## config.mk

```make
export PLATFORM = sky130hd
export DESIGN_NAME = vsc_sysctl
export DESIGN_NICKNAME = d
export VERILOG_FILES = /design/src/vsc_pkg.sv /design/src/vsc_tmr_if.sv /design/src/vsc_sync.sv /design/src/vsc_bus_timer.sv /design/src/vsc_sysctl.sv
export SDC_FILE = /design/constraint.sdc
export NUM_CORES = 1
export LEC_CHECK = 0
export BUFFER_PORTS_ARGS = -buffer_cell sky130_fd_sc_hd__buf_2
export CORE_ASPECT_RATIO = 1.4
export CORE_UTILIZATION = 47
export DETAILED_ROUTE_END_ITERATION = 8
export GPL_TIMING_DRIVEN = 1
export PLACE_DENSITY_LB_ADDON = 0.08
export SLEW_MARGIN = 20
export SYNTH_ARGS = -nofsm -noshare
export SYNTH_HDL_FRONTEND = slang
export SYNTH_SLANG_ARGS = --single-unit
```

## constraint.sdc

```tcl
create_clock -name clk -period 2.3 [get_ports clk]
set_input_delay 0.46 -clock clk [delete_from_list [all_inputs] [get_ports clk]]
set_output_delay 0.46 -clock clk [all_outputs]
set_load 0.02 [all_outputs]
```

## src/vsc_pkg.sv

```systemverilog
// Purpose: shared constants and types of the slot-one system controller
// Assumes: 100 MHz core clock, APB register access
// Notes: offsets are byte addresses of 32-bit words
package vsc_pkg;
  // ----------------------------------------
  // clocking and timing
  // ----------------------------------------
  localparam int CLK_MHZ = 100;
  localparam int SYSCLK_MHZ = 16;
  localparam int GNT_TMO_US = 16;
  localparam int GNT_TMO_CYC = GNT_TMO_US * CLK_MHZ;
  localparam int GNT_CNT_W = $clog2(GNT_TMO_CYC);
  localparam logic [GNT_CNT_W-1:0] GNT_CNT_MAX = GNT_CNT_W'(GNT_TMO_CYC - 1);
  localparam int DETECT_MS = 40;
  localparam int DETECT_CYC = DETECT_MS * 1000 * CLK_MHZ;
  localparam int PRE_W = $clog2(CLK_MHZ);
  localparam logic [PRE_W-1:0] PRE_MAX = PRE_W'(CLK_MHZ - 1);
  localparam int RST_STRETCH_CYC = 16;
  localparam int DIV_W = 8;
  localparam logic [DIV_W-1:0] DIV_STEP = DIV_W'(2 * SYSCLK_MHZ);
  localparam logic [DIV_W-1:0] DIV_MOD = DIV_W'(CLK_MHZ);
  // ----------------------------------------
  // arbitration levels
  // ----------------------------------------
  localparam int LVL_N = 4;
  localparam int LVL_W = 2;
  localparam logic [LVL_W-1:0] LVL_TOP = 2'h3;
  localparam logic [LVL_N-1:0] LVL_NONE_N = 4'hf;
  typedef enum logic [1:0] {
    ARB_IDLE = 2'b00,
    ARB_GRANT = 2'b01,
    ARB_BUSY = 2'b10
  } vsc_arb_state_t;
  // ----------------------------------------
  // register map
  // ----------------------------------------
  localparam int ADDR_W = 8;
  localparam logic [ADDR_W-1:0] OFF_CTRL = 8'h00;
  localparam logic [ADDR_W-1:0] OFF_BTMO = 8'h04;
  localparam logic [ADDR_W-1:0] OFF_BSET = 8'h08;
  localparam logic [ADDR_W-1:0] OFF_BCLR = 8'h0c;
  localparam logic [ADDR_W-1:0] OFF_FORCE = 8'h10;
  localparam logic [ADDR_W-1:0] OFF_STAT = 8'h14;
  localparam int CTRL_RR = 0;
  localparam int CTRL_SRST = 1;
  localparam int CTRL_PFE = 2;
  localparam int BIT_SFAIL = 0;
  localparam int ST_ROLE = 0;
  localparam int ST_ATMO = 1;
  localparam int ST_SFAIL = 2;
  localparam int ST_BUSY = 3;
  localparam int ST_OWN = 4;
  localparam int ST_BERR = 6;
  localparam int TMO_W = 8;
  localparam logic [TMO_W-1:0] BTMO_RST = 8'h40;
  // ----------------------------------------
  // synchronised pin vector
  // ----------------------------------------
  localparam int SYNC_W = 13;
  // straps settle to off, active-low bus lines to released
  localparam logic [SYNC_W-1:0] SYNC_RST = 13'h7ff;
  localparam int SI_BR = 0;
  localparam int SI_BBSY = 4;
  localparam int SI_DS = 5;
  localparam int SI_DTACK = 7;
  localparam int SI_BERR = 8;
  localparam int SI_ACF = 9;
  localparam int SI_GIN = 10;
  localparam int SI_AUTO = 11;
  localparam int SI_STAT = 12;
endpackage

```

## src/vsc_tmr_if.sv

```systemverilog
// Purpose: link between controller and bus timer
// Assumes: one clock domain
// Notes: run clears the count when low
interface vsc_tmr_if;
  logic run;
  logic [vsc_pkg::TMO_W-1:0] limit;
  logic expired;
  modport ctl (output run, output limit, input expired);
  modport tmr (input run, input limit, output expired);
endinterface

```

## src/vsc_sync.sv

```systemverilog
// Purpose: two-flop synchroniser for pins
// Assumes: inputs asynchronous to clk
// Notes: reset value chosen per bit
module vsc_sync #(
  parameter int W = 1,
  parameter logic [W-1:0] RST_VAL = '0
) (
  input wire logic clk,
  input wire logic rstn,
  input wire logic [W-1:0] d,
  output logic [W-1:0] q
);
  logic [W-1:0] meta_q;
  always_ff @(posedge clk or negedge rstn) begin
    if (!rstn) begin
      meta_q <= RST_VAL;
      q <= RST_VAL;
    end else begin
      meta_q <= d;
      q <= meta_q;
    end
  end
endmodule

```

## src/vsc_bus_timer.sv

```systemverilog
// Purpose: microsecond bus timer for stalled data strobes
// Assumes: run held while the strobe is pending
// Notes: a limit of zero never expires
module vsc_bus_timer (
  input wire logic clk,
  input wire logic rstn,
  vsc_tmr_if.tmr tif
);
  import vsc_pkg::*;
  logic [PRE_W-1:0] pre_q;
  logic [TMO_W-1:0] us_q;
  always_ff @(posedge clk or negedge rstn) begin
    if (!rstn) begin
      pre_q <= '0;
      us_q <= '0;
    end else if (!tif.run) begin
      pre_q <= '0;
      us_q <= '0;
    end else if (pre_q == PRE_MAX) begin
      pre_q <= '0;
      if (!tif.expired) begin
        us_q <= us_q + 1'b1;
      end
    end else begin
      pre_q <= pre_q + 1'b1;
    end
  end
  always_ff @(posedge clk or negedge rstn) begin
    if (!rstn) begin
      tif.expired <= 1'b0;
    end else begin
      tif.expired <= tif.run && (tif.limit != '0) && (us_q >= tif.limit);
    end
  end
endmodule

```

## src/vsc_sysctl.sv

```systemverilog
// Purpose: slot-one system controller: arbiter, bus timer, clock, reset, fail drivers
// Assumes: por_n is power-on only; rstn is the board hardware reset
// Notes: role (unless set by auto detection), clock and reset drivers survive board reset; por_n clears them
// Notes on behaviour
// - controller duties only while this board acts as slot-one controller.
// - fixed priority grants highest pending level, from level 3 to 0.
// - fixed priority asserts bus clear when a higher level requests.
// - round robin scans levels 3 toward 0, one grant per level each pass.
// - grant withdrawn and timeout status set if busy absent for 16 us.
// - bus timer runs from data strobe until acknowledge or bus error.
// - timer beyond programmed microseconds drives bus error to abort cycle.
// - system clock of 16 MHz runs continuously, also during reset.
// - system clock output disabled when not controller.
// - system reset driven only while controller.
// - software reset bit drives system reset.
// - local hardware reset drives system reset.
// - power fail drives system reset only when enabled.
// - fail line set through bit-set and released through bit-clear.
// - active-low user fail indicator follows the fail state.
// - build parameter chooses fail line state after reset.
// - fail line asserted at reset stays until software clears it.
// - fail line driven regardless of controller role.
// - slot detection used only when auto strap is one.
// - grant-in level 3 sampled 40 ms after reset; low makes controller.
// - force command makes the board controller regardless of detection.
// - strap zero: static strap or force command decides role.
//
// Implementation choices: the register offsets and the APB interface to the registers.
module vsc_sysctl #(
  parameter int DETECT_CNT = vsc_pkg::DETECT_CYC,
  parameter bit SYSFAIL_MODE = 1'b0,
  parameter int RST_STRETCH = vsc_pkg::RST_STRETCH_CYC
) (
  input wire logic clk,
  input wire logic rstn,
  input wire logic por_n,
  input wire logic psel,
  input wire logic penable,
  input wire logic pwrite,
  input wire logic [vsc_pkg::ADDR_W-1:0] paddr,
  input wire logic [31:0] pwdata,
  output logic [31:0] prdata,
  output logic pready,
  output logic pslverr,
  input wire logic [vsc_pkg::LVL_N-1:0] br_sense_n,
  input wire logic bbsy_sense_n,
  output logic [vsc_pkg::LVL_N-1:0] bg_drive_n,
  output logic bclr_drive_n,
  input wire logic [1:0] ds_sense_n,
  input wire logic dtack_sense_n,
  input wire logic berr_sense_n,
  output logic berr_val,
  output logic berr_en,
  input wire logic acfail_sense_n,
  output logic sysclk_val,
  output logic sysclk_en,
  output logic sysreset_val,
  output logic sysreset_en,
  output logic sysfail_val,
  output logic sysfail_en,
  output logic user_sysfail_n,
  input wire logic grant_in_n,
  input wire logic auto_slot_detect_strap,
  input wire logic static_controller_strap
);
  import vsc_pkg::*;
  localparam int DET_W = $clog2(DETECT_CNT + 1);
  localparam int STR_W = $clog2(RST_STRETCH + 1);

  // ----------------------------------------
  // pin synchronisers
  // ----------------------------------------
  logic [SYNC_W-1:0] pins_s;
  logic rstn_s;
  vsc_sync #(.W(SYNC_W), .RST_VAL(SYNC_RST)) u_pin_sync (
    .clk(clk),
    .rstn(por_n),
    .d({static_controller_strap, auto_slot_detect_strap, grant_in_n, acfail_sense_n,
        berr_sense_n, dtack_sense_n, ds_sense_n, bbsy_sense_n, br_sense_n}),
    .q(pins_s)
  );
  // local reset seen as a level so it can drive the backplane reset
  vsc_sync #(.W(1), .RST_VAL(1'b0)) u_rst_sync (
    .clk(clk),
    .rstn(por_n),
    .d(rstn),
    .q(rstn_s)
  );
  logic [LVL_N-1:0] req;
  logic bbsy_n_s, ds_act, dtack_n_s, berr_n_s, acfail_n_s, auto_s, static_s, gin_n_s;
  assign req = ~pins_s[SI_BR +: LVL_N];
  assign bbsy_n_s = pins_s[SI_BBSY];
  assign ds_act = ~&pins_s[SI_DS +: 2];
  assign dtack_n_s = pins_s[SI_DTACK];
  assign berr_n_s = pins_s[SI_BERR];
  assign acfail_n_s = pins_s[SI_ACF];
  assign gin_n_s = pins_s[SI_GIN];
  assign auto_s = pins_s[SI_AUTO];
  assign static_s = pins_s[SI_STAT];

  // ----------------------------------------
  // register bus
  // ----------------------------------------
  logic rr_q, soft_q, pfe_q, sfail_q, forced_q, role_q, atmo_q;
  logic [TMO_W-1:0] btmo_q;
  logic acc, wr_evt, hit;
  logic [31:0] rd_val;
  logic [LVL_W-1:0] owner_q;
  vsc_arb_state_t state_q;
  assign acc = psel && penable && !pready;
  assign wr_evt = psel && penable && pready && pwrite;
  always_comb begin
    rd_val = '0;
    hit = 1'b1;
    unique case (paddr)
      OFF_CTRL: begin
        rd_val[CTRL_RR] = rr_q;
        rd_val[CTRL_SRST] = soft_q;
        rd_val[CTRL_PFE] = pfe_q;
      end
      OFF_BTMO: rd_val[TMO_W-1:0] = btmo_q;
      OFF_BSET, OFF_BCLR: rd_val[BIT_SFAIL] = sfail_q;
      OFF_FORCE: rd_val = '0;
      OFF_STAT: begin
        rd_val[ST_ROLE] = role_q;
        rd_val[ST_ATMO] = atmo_q;
        rd_val[ST_SFAIL] = sfail_q;
        rd_val[ST_BUSY] = (state_q == ARB_BUSY);
        rd_val[ST_OWN +: LVL_W] = owner_q;
        rd_val[ST_BERR] = berr_en;
      end
      default: hit = 1'b0;
    endcase
  end
  // answer one cycle into the access phase; writes land one edge later, as the transfer completes
  always_ff @(posedge clk or negedge rstn) begin
    if (!rstn) begin
      pready <= 1'b0;
      prdata <= '0;
      pslverr <= 1'b0;
    end else begin
      pready <= acc;
      if (acc) begin
        prdata <= pwrite ? '0 : rd_val;
        pslverr <= !hit;
      end
    end
  end
  always_ff @(posedge clk or negedge rstn) begin
    if (!rstn) begin
      rr_q <= 1'b0;
      soft_q <= 1'b0;
      pfe_q <= 1'b0;
      btmo_q <= BTMO_RST;
    end else if (wr_evt && paddr == OFF_CTRL) begin
      rr_q <= pwdata[CTRL_RR];
      soft_q <= pwdata[CTRL_SRST];
      pfe_q <= pwdata[CTRL_PFE];
    end else if (wr_evt && paddr == OFF_BTMO) begin
      btmo_q <= pwdata[TMO_W-1:0];
    end
  end

  // ----------------------------------------
  // system fail driver
  // ----------------------------------------
  logic sfail_set, sfail_clr;
  assign sfail_set = wr_evt && paddr == OFF_BSET && pwdata[BIT_SFAIL];
  assign sfail_clr = wr_evt && paddr == OFF_BCLR && pwdata[BIT_SFAIL];
  // driven whatever the role; reset state is a build choice
  always_ff @(posedge clk or negedge rstn) begin
    if (!rstn) begin
      sfail_q <= SYSFAIL_MODE;
      user_sysfail_n <= !SYSFAIL_MODE;
    end else if (sfail_set) begin
      sfail_q <= 1'b1;
      user_sysfail_n <= 1'b0;
    end else if (sfail_clr) begin
      sfail_q <= 1'b0;
      user_sysfail_n <= 1'b1;
    end
  end
  assign sysfail_en = sfail_q;
  assign sysfail_val = 1'b0;

  // ----------------------------------------
  // first slot detection and role
  // ----------------------------------------
  logic [DET_W-1:0] det_cnt_q;
  logic det_done_q, det_sc_q, det_fire;
  assign det_fire = !det_done_q && det_cnt_q == DET_W'(DETECT_CNT - 1);
  always_ff @(posedge clk or negedge rstn) begin
    if (!rstn) begin
      det_cnt_q <= '0;
      det_done_q <= 1'b0;
      det_sc_q <= 1'b0;
    end else if (det_fire) begin
      det_done_q <= 1'b1;
      det_sc_q <= !gin_n_s;
    end else if (!det_done_q) begin
      det_cnt_q <= det_cnt_q + 1'b1;
    end
  end
  // role survives board reset, except one set by auto detection, so the clock keeps running through it
  always_ff @(posedge clk or negedge por_n) begin
    if (!por_n) begin
      forced_q <= 1'b0;
      role_q <= 1'b0;
    end else begin
      if (wr_evt && paddr == OFF_FORCE) begin
        forced_q <= 1'b1;
      end
      role_q <= forced_q || (auto_s ? det_sc_q : static_s);
    end
  end

  // ----------------------------------------
  // arbiter
  // ----------------------------------------
  function automatic logic [LVL_W-1:0] pick_lvl(input logic [LVL_N-1:0] r,
                                                input logic [LVL_W-1:0] start);
    logic [LVL_W-1:0] idx;
    logic [LVL_W-1:0] res;
    res = start;
    for (int i = LVL_N - 1; i >= 0; i--) begin
      idx = start - LVL_W'(i);
      if (r[idx]) begin
        res = idx;
      end
    end
    return res;
  endfunction
  logic [LVL_W-1:0] rr_ptr_q, pick;
  logic [GNT_CNT_W-1:0] gnt_cnt_q;
  logic higher, tmo_evt;
  assign pick = pick_lvl(req, rr_q ? rr_ptr_q : LVL_TOP);
  assign higher = |(req & ~((4'h2 << owner_q) - 4'h1));
  assign tmo_evt = role_q && state_q == ARB_GRANT && bbsy_n_s && gnt_cnt_q == GNT_CNT_MAX;
  always_ff @(posedge clk or negedge rstn) begin
    if (!rstn) begin
      state_q <= ARB_IDLE;
      owner_q <= '0;
      gnt_cnt_q <= '0;
      bg_drive_n <= LVL_NONE_N;
      rr_ptr_q <= LVL_TOP;
    end else if (!role_q) begin
      state_q <= ARB_IDLE;
      bg_drive_n <= LVL_NONE_N;
      gnt_cnt_q <= '0;
    end else begin
      unique case (state_q)
        ARB_IDLE: begin
          if (|req) begin
            owner_q <= pick;
            bg_drive_n <= ~(4'h1 << pick);
            gnt_cnt_q <= '0;
            state_q <= ARB_GRANT;
          end
        end
        ARB_GRANT: begin
          if (!bbsy_n_s) begin
            bg_drive_n <= LVL_NONE_N;
            rr_ptr_q <= owner_q - 1'b1;
            state_q <= ARB_BUSY;
          end else if (gnt_cnt_q == GNT_CNT_MAX) begin
            bg_drive_n <= LVL_NONE_N;
            state_q <= ARB_IDLE;
          end else begin
            gnt_cnt_q <= gnt_cnt_q + 1'b1;
          end
        end
        ARB_BUSY: begin
          if (bbsy_n_s) begin
            state_q <= ARB_IDLE;
          end
        end
        default: state_q <= ARB_IDLE;
      endcase
    end
  end
  always_ff @(posedge clk or negedge rstn) begin
    if (!rstn) begin
      bclr_drive_n <= 1'b1;
    end else begin
      bclr_drive_n <= !(role_q && !rr_q && state_q == ARB_BUSY && higher);
    end
  end
  // a new timeout beats a software clear in the same cycle
  always_ff @(posedge clk or negedge rstn) begin
    if (!rstn) begin
      atmo_q <= 1'b0;
    end else if (tmo_evt) begin
      atmo_q <= 1'b1;
    end else if (wr_evt && paddr == OFF_STAT && pwdata[ST_ATMO]) begin
      atmo_q <= 1'b0;
    end
  end

  // ----------------------------------------
  // bus timer
  // ----------------------------------------
  vsc_tmr_if tif ();
  // own bus error must not stop the count that caused it
  assign tif.run = role_q && ds_act && dtack_n_s && (berr_n_s || berr_en);
  assign tif.limit = btmo_q;
  vsc_bus_timer u_timer (
    .clk(clk),
    .rstn(rstn),
    .tif(tif)
  );
  always_ff @(posedge clk or negedge rstn) begin
    if (!rstn) begin
      berr_en <= 1'b0;
    end else begin
      berr_en <= role_q && ds_act && tif.expired;
    end
  end
  assign berr_val = 1'b0;

  // ----------------------------------------
  // clock and reset drivers
  // ----------------------------------------
  // fractional divider: 16 MHz on average, edges jitter by one core cycle
  logic [DIV_W-1:0] div_q, div_sum;
  assign div_sum = div_q + DIV_STEP;
  always_ff @(posedge clk or negedge por_n) begin
    if (!por_n) begin
      div_q <= '0;
      sysclk_val <= 1'b0;
      sysclk_en <= 1'b0;
    end else begin
      if (div_sum >= DIV_MOD) begin
        div_q <= div_sum - DIV_MOD;
        sysclk_val <= !sysclk_val;
      end else begin
        div_q <= div_sum;
      end
      sysclk_en <= role_q;
    end
  end
  logic [STR_W-1:0] str_q;
  logic hw_rst;
  assign hw_rst = !rstn_s || str_q != '0;
  always_ff @(posedge clk or negedge por_n) begin
    if (!por_n) begin
      str_q <= '0;
      sysreset_en <= 1'b0;
    end else begin
      if (!rstn_s) begin
        str_q <= STR_W'(RST_STRETCH);
      end else if (str_q != '0) begin
        str_q <= str_q - 1'b1;
      end
      sysreset_en <= role_q && (hw_rst || soft_q || (pfe_q && !acfail_n_s));
    end
  end
  assign sysreset_val = 1'b0;
endmodule

```

==> impl_metrics.tcl, run 1 <==
set metrics [dict create \
    yosysMostFrequentCell "dfrtp_1" \
    synth-seq-cells 131 \
    avgSynthCellArea_sq_um 11.2 \
    grt_pass1_vias 4270 \
    drc 0 \
    slew_viol_final 0 \
    cpMaxStageDelayCell "dfrtp_1" \
    cts.repair.resized 0 \
    worstSetupEndpointType "flip-flop" \
    clkSinkCount 131 \
    fp-row-count 49 \
    antenna_cells 0 \
    yosysTopAreaCell "dfrtp_1" \
    synth_mux_area_share_pct 4.97 \
    synth_compound_area_share_pct 8.90 \
    path_clk_slew_ns 0.06 \
    synth.area.top_cells "dfrtp_1, dfstp_2, ha_1, xnor2_1, buf_4" \
    numCtsBuffers 17 \
    synth_xor_area_share_pct 6.59 \
    worst_pin_slew_ns 0.741 \
    seqPwrFrac_pct 41.0 \
    place.detailed.hpwl_mm 8.32 \
    die_w_um 99.4 \
    post_cts_buffers 0 \
    p_int_mw 4.79 \
    cts_root_buffer "clkbuf_16" \
    drt-pass1-iter-count 4 \
    syn_area_sq_um 6240 \
    grt-ovfl-total 0 \
    synth_top_family_by_area "simple AND/OR/NAND/NOR gates" \
    p_per_area_nw_per_um2 843 \
    combPwrFrac_pct 7.5 \
    cp.required_ns 2.59 \
    area_growth_pct 17.1 \
    fin_tns_setup_ns 0 \
    hold_violations 0 \
    relSlewSlack_pct 50.2 \
    die_h_um 138 \
    clk_latency_ns 0.41 \
    synthTopCellsByCount "dfrtp_1, nor2_1, dfstp_2" \
    ioPinCount 107 \
    grt_pass1_wl_mm 20.5 \
    synthesis.instances 557 \
    antenna_found_initial 0 \
    drt_iter0_drc 218 \
    hold_buffers 0 \
    synth_adder_area_share_pct 4.39 \
    vias_per_cell 5.31 \
    status "finished, final reports clean" \
    initial_core_util_pct 48.5 \
    clock_tree.buffer_depth 2 \
    cap_violations 0 \
    vias 4189 \
    synth_cell_types 72 \
    synth_top_area_share_pct 40.1 \
    fmax_ghz 0.516 \
    finalCritPeriodShare_pct 84.2 \
    finClkSkew_ns 0.00974 \
    worst_hold_path_type "primary input to asynchronous set/reset pin" \
    wl_mm 11.8 \
    clkPwrFrac_pct 51.5 \
    dieArea_sq_um 13800 \
    p_switching_mw 1.37 \
    power.leakage_nw 3.34 \
    ys_seq_area_share_pct 53.1 \
    htreeDepth 4 \
    yosys_warnings 0 \
    core_area_sq_um 12900 \
    grt_use_total_pct 19.0 \
    cts_tree "built" \
    async_flop_share_pct 100 \
    swShare_pct 22.3 \
    grt_max_degree 45 \
    fillCellCount 1121 \
    rsz0062_at_grt "no" \
    period_needed_ns 1.94 \
    gp_congestion 0.784 \
    critical_path_class "flip-flop to flip-flop" \
    stdcell_count 789 \
    placed_cells 757 \
    cp.arrival_ns 2.23 \
    synth_simple_gate_area_share_pct 16.0 \
    numPortBuffers 55 \
    vdd_drop_max_v 0.000403 \
    path_max_fanout 4 \
    ys.flop_type "dfrtp_1" \
    path_cells "nor4b_2, nand4_1, or3_1, nor2b_4, mux2_1" \
    setup_violations 0 \
    max_stage_delay_ns 0.41 \
    start_kind "flip-flop" \
    drive_above_1_share_pct 23.4 \
    synth_edf_count 0 \
    fin_nets 703 \
    ant_nets 0 \
    wl_per_cell_um 15.0 \
]
-- worst max-delay path, delay by kind of cell, from the launching register on --
family / cells / cell delay [ns]
flip-flops: 1 / 0.41
multiplexers: 1 / 0.31
AND/OR/NAND/NOR: 4 / 1.10
-- final cells by class --
cell class | count | area [sq um] | area share (%)
Clock buffer | 19 | 443 | 6.06
Clock inverter | 13 | 256 | 3.51
Inverter | 27 | 101 | 1.39
Multi-Input combinational cell | 383 | 2650 | 36.3
Sequential cell | 131 | 3320 | 45.4
Tap cell | 153 | 191 | 2.62
Timing Repair Buffer | 63 | 350 | 4.79
-- path summary, 6_finish.rpt --
kind / startpoint / to / slack (ns) / depth (start not counted)
max: det_cnt_q[17] / det_cnt_q[1] / 0.36 / 5
min: rstn / prdata[1] / 0.03 / 1
max reg2reg: det_cnt_q[17] / det_cnt_q[1] / 0.36 / 5
min reg2reg: u_rst_sync.meta_q / u_rst_sync.q / 0.35 / 0
max in group asynchronous: rstn / bg_drive_n[0] / 1.60 / 2
min in group clk: bbsy_sense_n / u_pin_sync.meta_q[4] / 0.14 / 1
-- layout by cell type, fill, tap and decap left out, drive strengths merged, types with 7 or more instances in the layout --
cell type,n
nand2,29
nor2b,8
nor2,51
clkbuf,19
mux2,16
a21oi,14
and3,11
inv,27
bufinv,7
xnor2,28
dfrtp,100
nand4,16
nor3,12
ha,21
conb,27
nand2b,8
o21ai,20
mux2i,10
xor2,19
buf,63
nand3,19
dfstp,31
-- state kept, by name (all words and copies together), names as in the netlist, 4 cells and up --
signal             count
u_pin_sync.meta_q     13
u_pin_sync.q          13
gnt_cnt_q             11
str_q                  5
btmo_q                 8
prdata                 8
bg_drive_n             4
u_timer.pre_q          7
det_cnt_q             22
div_q                  6
u_timer.us_q           8
-- power groups by stage --
stage	Clock [mW]	Sequential (mW)	Combinational [mW]
final	3.17	2.53	0.459
after global routing	3.34	2.54	0.521
after CTS	3.23	2.53	0.467
after detailed placement	0	2.57	0.463
after global placement	0	2.56	0.452
after floorplan	0	2.54	0.343
-- logic make-up (layout without fill, tap and decap cells) --
| group | after synthesis | count (layout) |
|---|---|---|
| and+or+nand+nor | 184 | 184 |
| AOI/OAI and AO/OA | 77 | 77 |
| xor gates and xnor gates | 47 | 47 |
| adders and majority gates | 22 | 22 |
| muxes | 26 | 26 |
| other | 1 | 27 |
| buffers and inverters | 69 | 122 |
| DFF | 131 | 131 |
-- metal layers --
layer	vias to the layer above	GRT usage, %	routed length, um	share of wire (%)
li1	2025	-	-	-
met1	2069	23.1	5210	44
met2	81	31.7	5930	50
met3	14	5.41	493	4.2
met4	0	7.66	213	1.8
met5	-	0	0	0
-- stage by stage --
stage               hold slack, ns  utilization, %  cell area, sq um  worst slack, ns  power, mW
floorplan                    0.164               -              6340            0.470       2.89
global placement             0.333            51.4              6610            0.261       3.01
detailed placement           0.335            51.4              6610            0.214       3.03
CTS                         0.0314            56.8              7310            0.340       6.23
global route                0.0475            56.8              7310            0.203       6.40
finish                      0.0293            56.8              7310            0.364       6.16
No activity file was read; power rests on OpenSTA's default activity.
==> run 2, diff against run 1 <==
--- a/config.mk
+++ b/config.mk
@@ -5,6 +5,7 @@
 export SDC_FILE = /design/constraint.sdc
 export NUM_CORES = 1
 export LEC_CHECK = 0
+export ABC_AREA = 1
 export BUFFER_PORTS_ARGS = -buffer_cell sky130_fd_sc_hd__buf_2
 export CORE_ASPECT_RATIO = 1.4
 export CORE_UTILIZATION = 47
==> constraint.sdc (replaced) <==
create_clock -name clk -period 1.7 [get_ports clk]
set_input_delay 0.34 -clock clk [delete_from_list [all_inputs] [get_ports clk]]
set_output_delay 0.34 -clock clk [all_outputs]
set_load 0.02 [all_outputs]
==> run 2 against run 1 <==
Die area rose by 6.7%. Global-route usage rose by 4.0 points. Synthesized cell count rose by 39%. Sequential power rose by 32%. Clock skew rose by 0.0024 ns. Register-to-register slack got worse by 0.35 ns. Via count rose by 31%. Sequential cell count did not move. Critical path depth rose by 3. Routed wire length rose by 33%. Cell count rose by 41%. Setup slack got worse by 0.35 ns. Critical endpoint is now det_cnt_q[14]. Largest cell class unchanged.
==> impl_metrics.tcl, run 2 <==
set metrics [dict create \
    grt_pass1_vias 5503 \
    cts_root_buffer "clkbuf_16" \
    core_area_sq_um 13900 \
    ys_seq_area_share_pct 49.7 \
    largest_register "det_cnt_q" \
    cp.arrival_ns 2.00 \
    rsz0062_at_grt "yes" \
    drc 0 \
    avgSynthCellArea_sq_um 8.60 \
    clock_tree.buffer_depth 2 \
    die_w_um 103 \
    r2r-end "det_cnt_q[14]" \
    vdd_drop_max_v 0.000563 \
    start_kind "flip-flop" \
    worst_hold_path_type "primary input to flip-flop" \
    path_max_fanout 5 \
    setup_violations 0 \
    yosysMostFrequentCell "nand2_1" \
    vias 5490 \
    die_h_um 143 \
    synth-seq-cells 131 \
    wl_mm 15.8 \
    ioPinCount 107 \
    fp-row-count 51 \
    initial_core_util_pct 48.0 \
    period_needed_ns 1.69 \
    postLayoutCoreUtil_pct 61.0 \
    layout_commonest_cell "nand2_1" \
    yosys_warnings 0 \
    numCtsBuffers 17 \
    p_int_mw 5.66 \
    holdCritStartpoint "ds_sense_n[1]" \
    ys.flop_type "dfrtp_1" \
    power.leakage_nw 4.12 \
    largest_reg_flops 22 \
    swShare_pct 25.4 \
    dieArea_sq_um 14700 \
    drt-pass1-iter-count 5 \
    ant_nets 0 \
    rr_worst_depth 8 \
    fillCellCount 1281 \
    yosysTopAreaCell "dfrtp_1" \
    multi_input_area_sq_um 3010 \
    p_per_area_nw_per_um2 894 \
    total_power_mw 7.59 \
    drt_iter0_drc 198 \
    finClkSkew_ns 0.0121 \
    cts_tree "built" \
    place.detailed.hpwl_mm 11.5 \
    wl_per_cell_um 14.2 \
    grt_pass1_wl_mm 25.3 \
    reg2reg_slack_ns 0.01 \
    worstSetupEndpointType "flip-flop" \
    drive_above_1_share_pct 29.1 \
    p_switching_mw 1.93 \
    synth_cell_types 50 \
    synthTopCellsByCount "nand2_1, inv_1, dfrtp_1" \
    cap_violations 0 \
    grt-ovfl-total 0 \
    regArea_sq_um 3320 \
    numPortBuffers 55 \
    grt_use_total_pct 23.0 \
    largestRegisters "det_cnt_q: 22 flops, u_pin_sync.meta_q: 13 flops, u_pin_sync.q: 13 flops" \
    antenna_cells 0 \
    clkSinkCount 131 \
    async_flop_share_pct 100 \
    combPwrFrac_pct 8.3 \
    final_cell_mix "nand2_1, inv_1, dfrtp_1, nor2_1, buf_4" \
    clkPwrFrac_pct 47.6 \
    synthesis.instances 776 \
    syn_area_sq_um 6670 \
    worstHoldPathCells 1 \
    path_clk_slew_ns 0.06 \
    cp.required_ns 2.02 \
    area_growth_pct 27.3 \
    fmax_ghz 0.592 \
    clk_latency_ns 0.42 \
    vias_per_cell 4.95 \
    status "finished, final reports clean" \
    synth.area.top_cells "dfrtp_1, dfstp_2, nand2_1, inv_1, ha_1" \
    slew_viol_final 0 \
    synth_top_area_share_pct 37.5 \
    critical_path_class "flip-flop to flip-flop" \
    setup_ws_ns 0.0116 \
    dpl_worst_slack_ns -0.0727 \
    synth_edf_count 0 \
    r2r_start "det_cnt_q[1]" \
    htreeDepth 4 \
    grt_max_degree 35 \
    finalCritPeriodShare_pct 99.3 \
    critPathLaunch "det_cnt_q[1]" \
    hold_violations 0 \
    fin_nets 992 \
    min_to "u_pin_sync.meta_q[6]" \
    gp_congestion 0.906 \
    antenna_found_initial 0 \
    seqPwrFrac_pct 44.2 \
]
-- run 2: cell types whose count changed after synthesis, moves of 9 or more --
cell and delta:
nand2_1 +143, nor3_1 +9, nor2_1 +17, xnor2_1 -21, clkbuf_1 -9, a21oi_1 +11
and3_1 -9, mux2i_1 -9, nand3_1 +32, inv_1 +78, o21ai_0 +12
-- run 2: logic make-up after synthesis --
family | after synthesis | share of synthesized area, %
muxes | 1 | 0.150
and+or+nand+nor | 357 | 23.7
buffers and inverters | 142 | 10.2
DFF | 131 | 49.7
other | 1 | 0.0562
adders and majority gates | 21 | 3.94
AOI/OAI and AO/OA | 94 | 8.40
xor gates and xnor gates | 29 | 3.81
-- run 2: layout make-up --
class	instances	area share, %
Clock buffer	17	5.01
Clock inverter	15	1.87
Inverter	106	4.83
Multi-Input combinational cell	529	35.5
Sequential cell	131	39.1
Tap cell	185	2.73
Timing Repair Buffer	127	11.0
-- run 2: power groups by stage --
| stage | clock (mW) | sequential (mW) | combinational [mW] |
|---|---|---|---|
| finish | 3.61 | 3.35 | 0.628 |
| global placement | 0 | 3.39 | 0.567 |
| floorplan | 0 | 3.39 | 0.361 |
| detailed placement | 0 | 3.40 | 0.592 |
| global route | 3.82 | 3.37 | 0.716 |
| CTS | 3.69 | 3.35 | 0.611 |
-- run 2: worst max path at each step --
stage,endpoint,slack (ns),cells past startpoint
floorplan,det_cnt_q[5],0.11,8
global placement,gnt_cnt_q[3],-0.02,8
detailed placement,gnt_cnt_q[4],-0.07,10
CTS,gnt_cnt_q[4],0.004,10
global route,u_timer.us_q[5],-0.06,9
finish,det_cnt_q[14],0.01,8
-- run 2: worst max-delay path: stages, from the launching register on --
cell and delay (ns):
dfrtp_1 0.36, ha_2 0.20, buf_4 0.13, nand3_1 0.25
nor2_1 0.24, nand4_1 0.14, xnor2_1 0.16, nand2_1 0.06
nand2_1 0.04
-- run 2: through the flow --
step / cells / TNS, ns / cell area [sq um] / hold WS, ns
floorplan: 802 / 0 / 6770 / 0.0444
global placement: 1061 / -0.0196 / 7460 / 0.276
detailed placement: 1061 / -0.181 / 7460 / 0.277
CTS: 1102 / 0 / 8140 / 0.00237
global route: 1110 / -0.576 / 8490 / 0.00461
finish: 1110 / 0 / 8490 / 0.0213
-- run 2: routing by layer --
metal	up-vias	track usage (%)	share of wire, %
li1	2737	-	-
met1	2614	26.2	41
met2	109	40.8	54
met3	30	4.60	2.7
met4	0	10.5	2.9
met5	-	0	0
-- run 2: timing repair --
item,in CTS,in global routing
cloned,0,3
buffers inserted,0,5
setup endpoints to repair,4,43
pin swaps,0,19
endpoints found under the hold margin,31,0
gates resized for setup,2,78
hold buffers,9,0
==> run 3, diff against run 2 <==
--- a/config.mk
+++ b/config.mk
@@ -15,4 +15,5 @@
 export SLEW_MARGIN = 20
 export SYNTH_ARGS = -nofsm -noshare
 export SYNTH_HDL_FRONTEND = slang
+export SYNTH_HIERARCHICAL = 1
 export SYNTH_SLANG_ARGS = --single-unit
==> run 3 against run 2 <==
Sequential power rose by 1%. Clock power rose by 12%. Final area fell by 0.94%. Largest power group unchanged. Total power rose by 6.8%. Clock-buffer cell count rose by 7. Register-to-register slack improved by 0.09 ns. Sequential cell count did not move. Area after synthesis rose by 3.1%.
==> impl_metrics.tcl, run 3 <==
set metrics [dict create \
    grt_pass1_wl_mm 25.6 \
    r2r_start "det_cnt_q[0]" \
    start_kind "flip-flop" \
    cts_root_buffer "clkbuf_16" \
    gp_congestion 0.905 \
    clk_latency_ns 0.42 \
    largest_register "det_cnt_q" \
    synth_edf_count 0 \
    setup_violations 0 \
    cp.arrival_ns 1.89 \
    vdd_drop_max_v 0.000584 \
    p_per_area_nw_per_um2 964 \
    setup_ws_ns 0.104 \
    area_growth_pct 22.3 \
    yosysMostFrequentCell "nand2_1" \
    synthesis.instances 811 \
    path_clk_slew_ns 0.05 \
    hold_violations 0 \
    cp.required_ns 2.00 \
    stdcell_count 1127 \
    ant_nets 0 \
    final_area_sq_um 8410 \
    holdWs_ns 0.0254 \
    crit_top_cell "inv_2" \
    cpMaxStageDelayCell "dfrtp_1" \
    crit_buf_inv 4 \
    total_power_mw 8.11 \
    vias_per_cell 4.92 \
    placed_cells 1073 \
    avgSynthCellArea_sq_um 8.48 \
    die_w_um 104 \
    cap_violations 0 \
    finClkSkew_ns 0.00589 \
    worstSetupEndpointType "flip-flop" \
    drt_iter0_drc 293 \
    p_switching_mw 1.82 \
    seqPwrFrac_pct 41.8 \
    largest_reg_flops 22 \
    r2r-end "det_cnt_q[2]" \
    numPortBuffers 55 \
    slew_viol_final 0 \
    layout_commonest_cell "nand2_1" \
    cts_tree "built" \
    worst_hold_path_type "primary input to flip-flop" \
    rr_worst_depth 10 \
    initial_core_util_pct 48.8 \
    dpl_worst_slack_ns 0.0165 \
    synthTopCellsByCount "nand2_1, dfrtp_1, inv_1" \
    power.leakage_nw 4.13 \
    largestRegisters "det_cnt_q: 22 flops, u_pin_sync/meta_q: 13 flops, u_pin_sync/q: 13 flops" \
    synth_cell_types 46 \
    fp-row-count 51 \
    synth-seq-cells 131 \
    placed_cell_area_sq_um 7490 \
    finalCritPeriodShare_pct 93.9 \
    grt_max_degree 29 \
    grt_use_total_pct 21.5 \
    period_needed_ns 1.60 \
    synth.area.top_cells "dfrtp_1, dfstp_2, nand2_1, inv_1, nand3_1" \
    critPathTopFamily "simple AND/OR/NAND/NOR gates" \
    htreeDepth 4 \
    ioPinCount 107 \
    core_area_sq_um 14100 \
    ys_seq_area_share_pct 48.2 \
    syn_area_sq_um 6880 \
    grt-ovfl-total 0 \
    min_to "u_pin_sync/meta_q[1]" \
    status "finished, final reports clean" \
    drive_above_1_share_pct 24.4 \
    holdCritStartpoint "br_sense_n[1]" \
    wl_per_cell_um 13.7 \
    p_int_mw 6.28 \
    path_cells "ha_2, nand3_2, inv_2, nand2_2, inv_2, nand4_2, nand2_4, buf_4, clkbuf_16, o21ai_0" \
    yosys_warnings 6 \
    vias 5543 \
    wl_mm 15.4 \
    fillCellCount 1298 \
    max_stage_delay_ns 0.36 \
    combPwrFrac_pct 8.1 \
    antenna_found_initial 0 \
    drc 0 \
    fmax_ghz 0.626 \
    place.detailed.hpwl_mm 11.7 \
    ys.flop_type "dfrtp_1" \
    worstHoldPathCells 1 \
    numCtsBuffers 17 \
    die_h_um 145 \
    clkSinkCount 131 \
    async_flop_share_pct 100 \
    dieArea_sq_um 15100 \
    drt-pass1-iter-count 4 \
    reg2reg_slack_ns 0.10 \
    yosysTopAreaCell "dfrtp_1" \
    critical_path_class "flip-flop to flip-flop" \
    grt_pass1_vias 5492 \
    clock_tree.buffer_depth 2 \
    swShare_pct 22.5 \
    fin_nets 1008 \
    path_max_fanout 6 \
    rsz0062_at_grt "yes" \
    clkPwrFrac_pct 50.1 \
    final_cell_mix "nand2_1, dfrtp_1, inv_1, nor2_1, buf_2" \
    synth_top_area_share_pct 36.4 \
]
run 3: worst max-delay path by stage:
stage	start	endpoint	cells after the start
floorplan	gnt_cnt_q[0]	gnt_cnt_q[4]	11
global placement	det_cnt_q[0]	det_cnt_q[8]	10
detailed placement	det_cnt_q[0]	det_cnt_q[8]	10
CTS	det_cnt_q[0]	det_cnt_q[8]	10
global route	gnt_cnt_q[0]	bg_drive_n[2]	13
finish	det_cnt_q[0]	det_cnt_q[2]	10
run 3: per-layer routing:
layer	share of wire, %	global-route usage, %	vias up
met4	2.3	8.64	0
met2	53	38.1	108
met5	0	0	-
li1	-	-	2775
met3	3.2	5.44	29
met1	42	24.7	2631
run 3: area by class of cell:
type                       count  area [sq um]  share of cell area, %
clock buffer                  24           492                   5.85
antenna                        1          2.50                 0.0298
sequential                   131          3320                   39.5
tap                          185           231                   2.75
multi-input combinational    568          3040                   36.2
inverter                     101           383                   4.55
clock inverter                 8           171                   2.04
timing repair buffer         109           769                   9.15
run 3: stage by stage:
stage          util (%)  TNS [ns]
6_report           59.6         0
2_1_floorplan         -         0
4_1_cts            57.9         0
5_1_grt            59.6   -0.0314
3_3_place_gp       53.1         0
3_5_place_dp       53.1         0
run 3: cells by family after synthesis:
group	Yosys count	synth area share [%]
other	1	0.0545
xor gates and xnor gates	35	4.46
and+or+nand+nor	398	26.5
muxes	1	0.146
DFF	131	48.2
buffers and inverters	138	9.59
AOI/OAI and AO/OA	86	7.17
adders and majority gates	21	3.82
run 3: power by group through the flow:
stage	logic [mW]	clock network (mW)	registers (mW)
2_1_floorplan	0.411	0	3.44
3_3_place_gp	0.615	0	3.43
3_5_place_dp	0.641	0	3.44
4_1_cts	0.644	4.15	3.39
5_1_grt	0.741	4.29	3.41
6_report	0.653	4.06	3.39
run 3: timing repair:
item / in CTS / in global routing
buffers inserted: 0 / 12
hold endpoints to repair: 27 / 6
hold buffers: 2 / 6
setup endpoints to repair: 0 / 37
gates resized for setup: 0 / 19
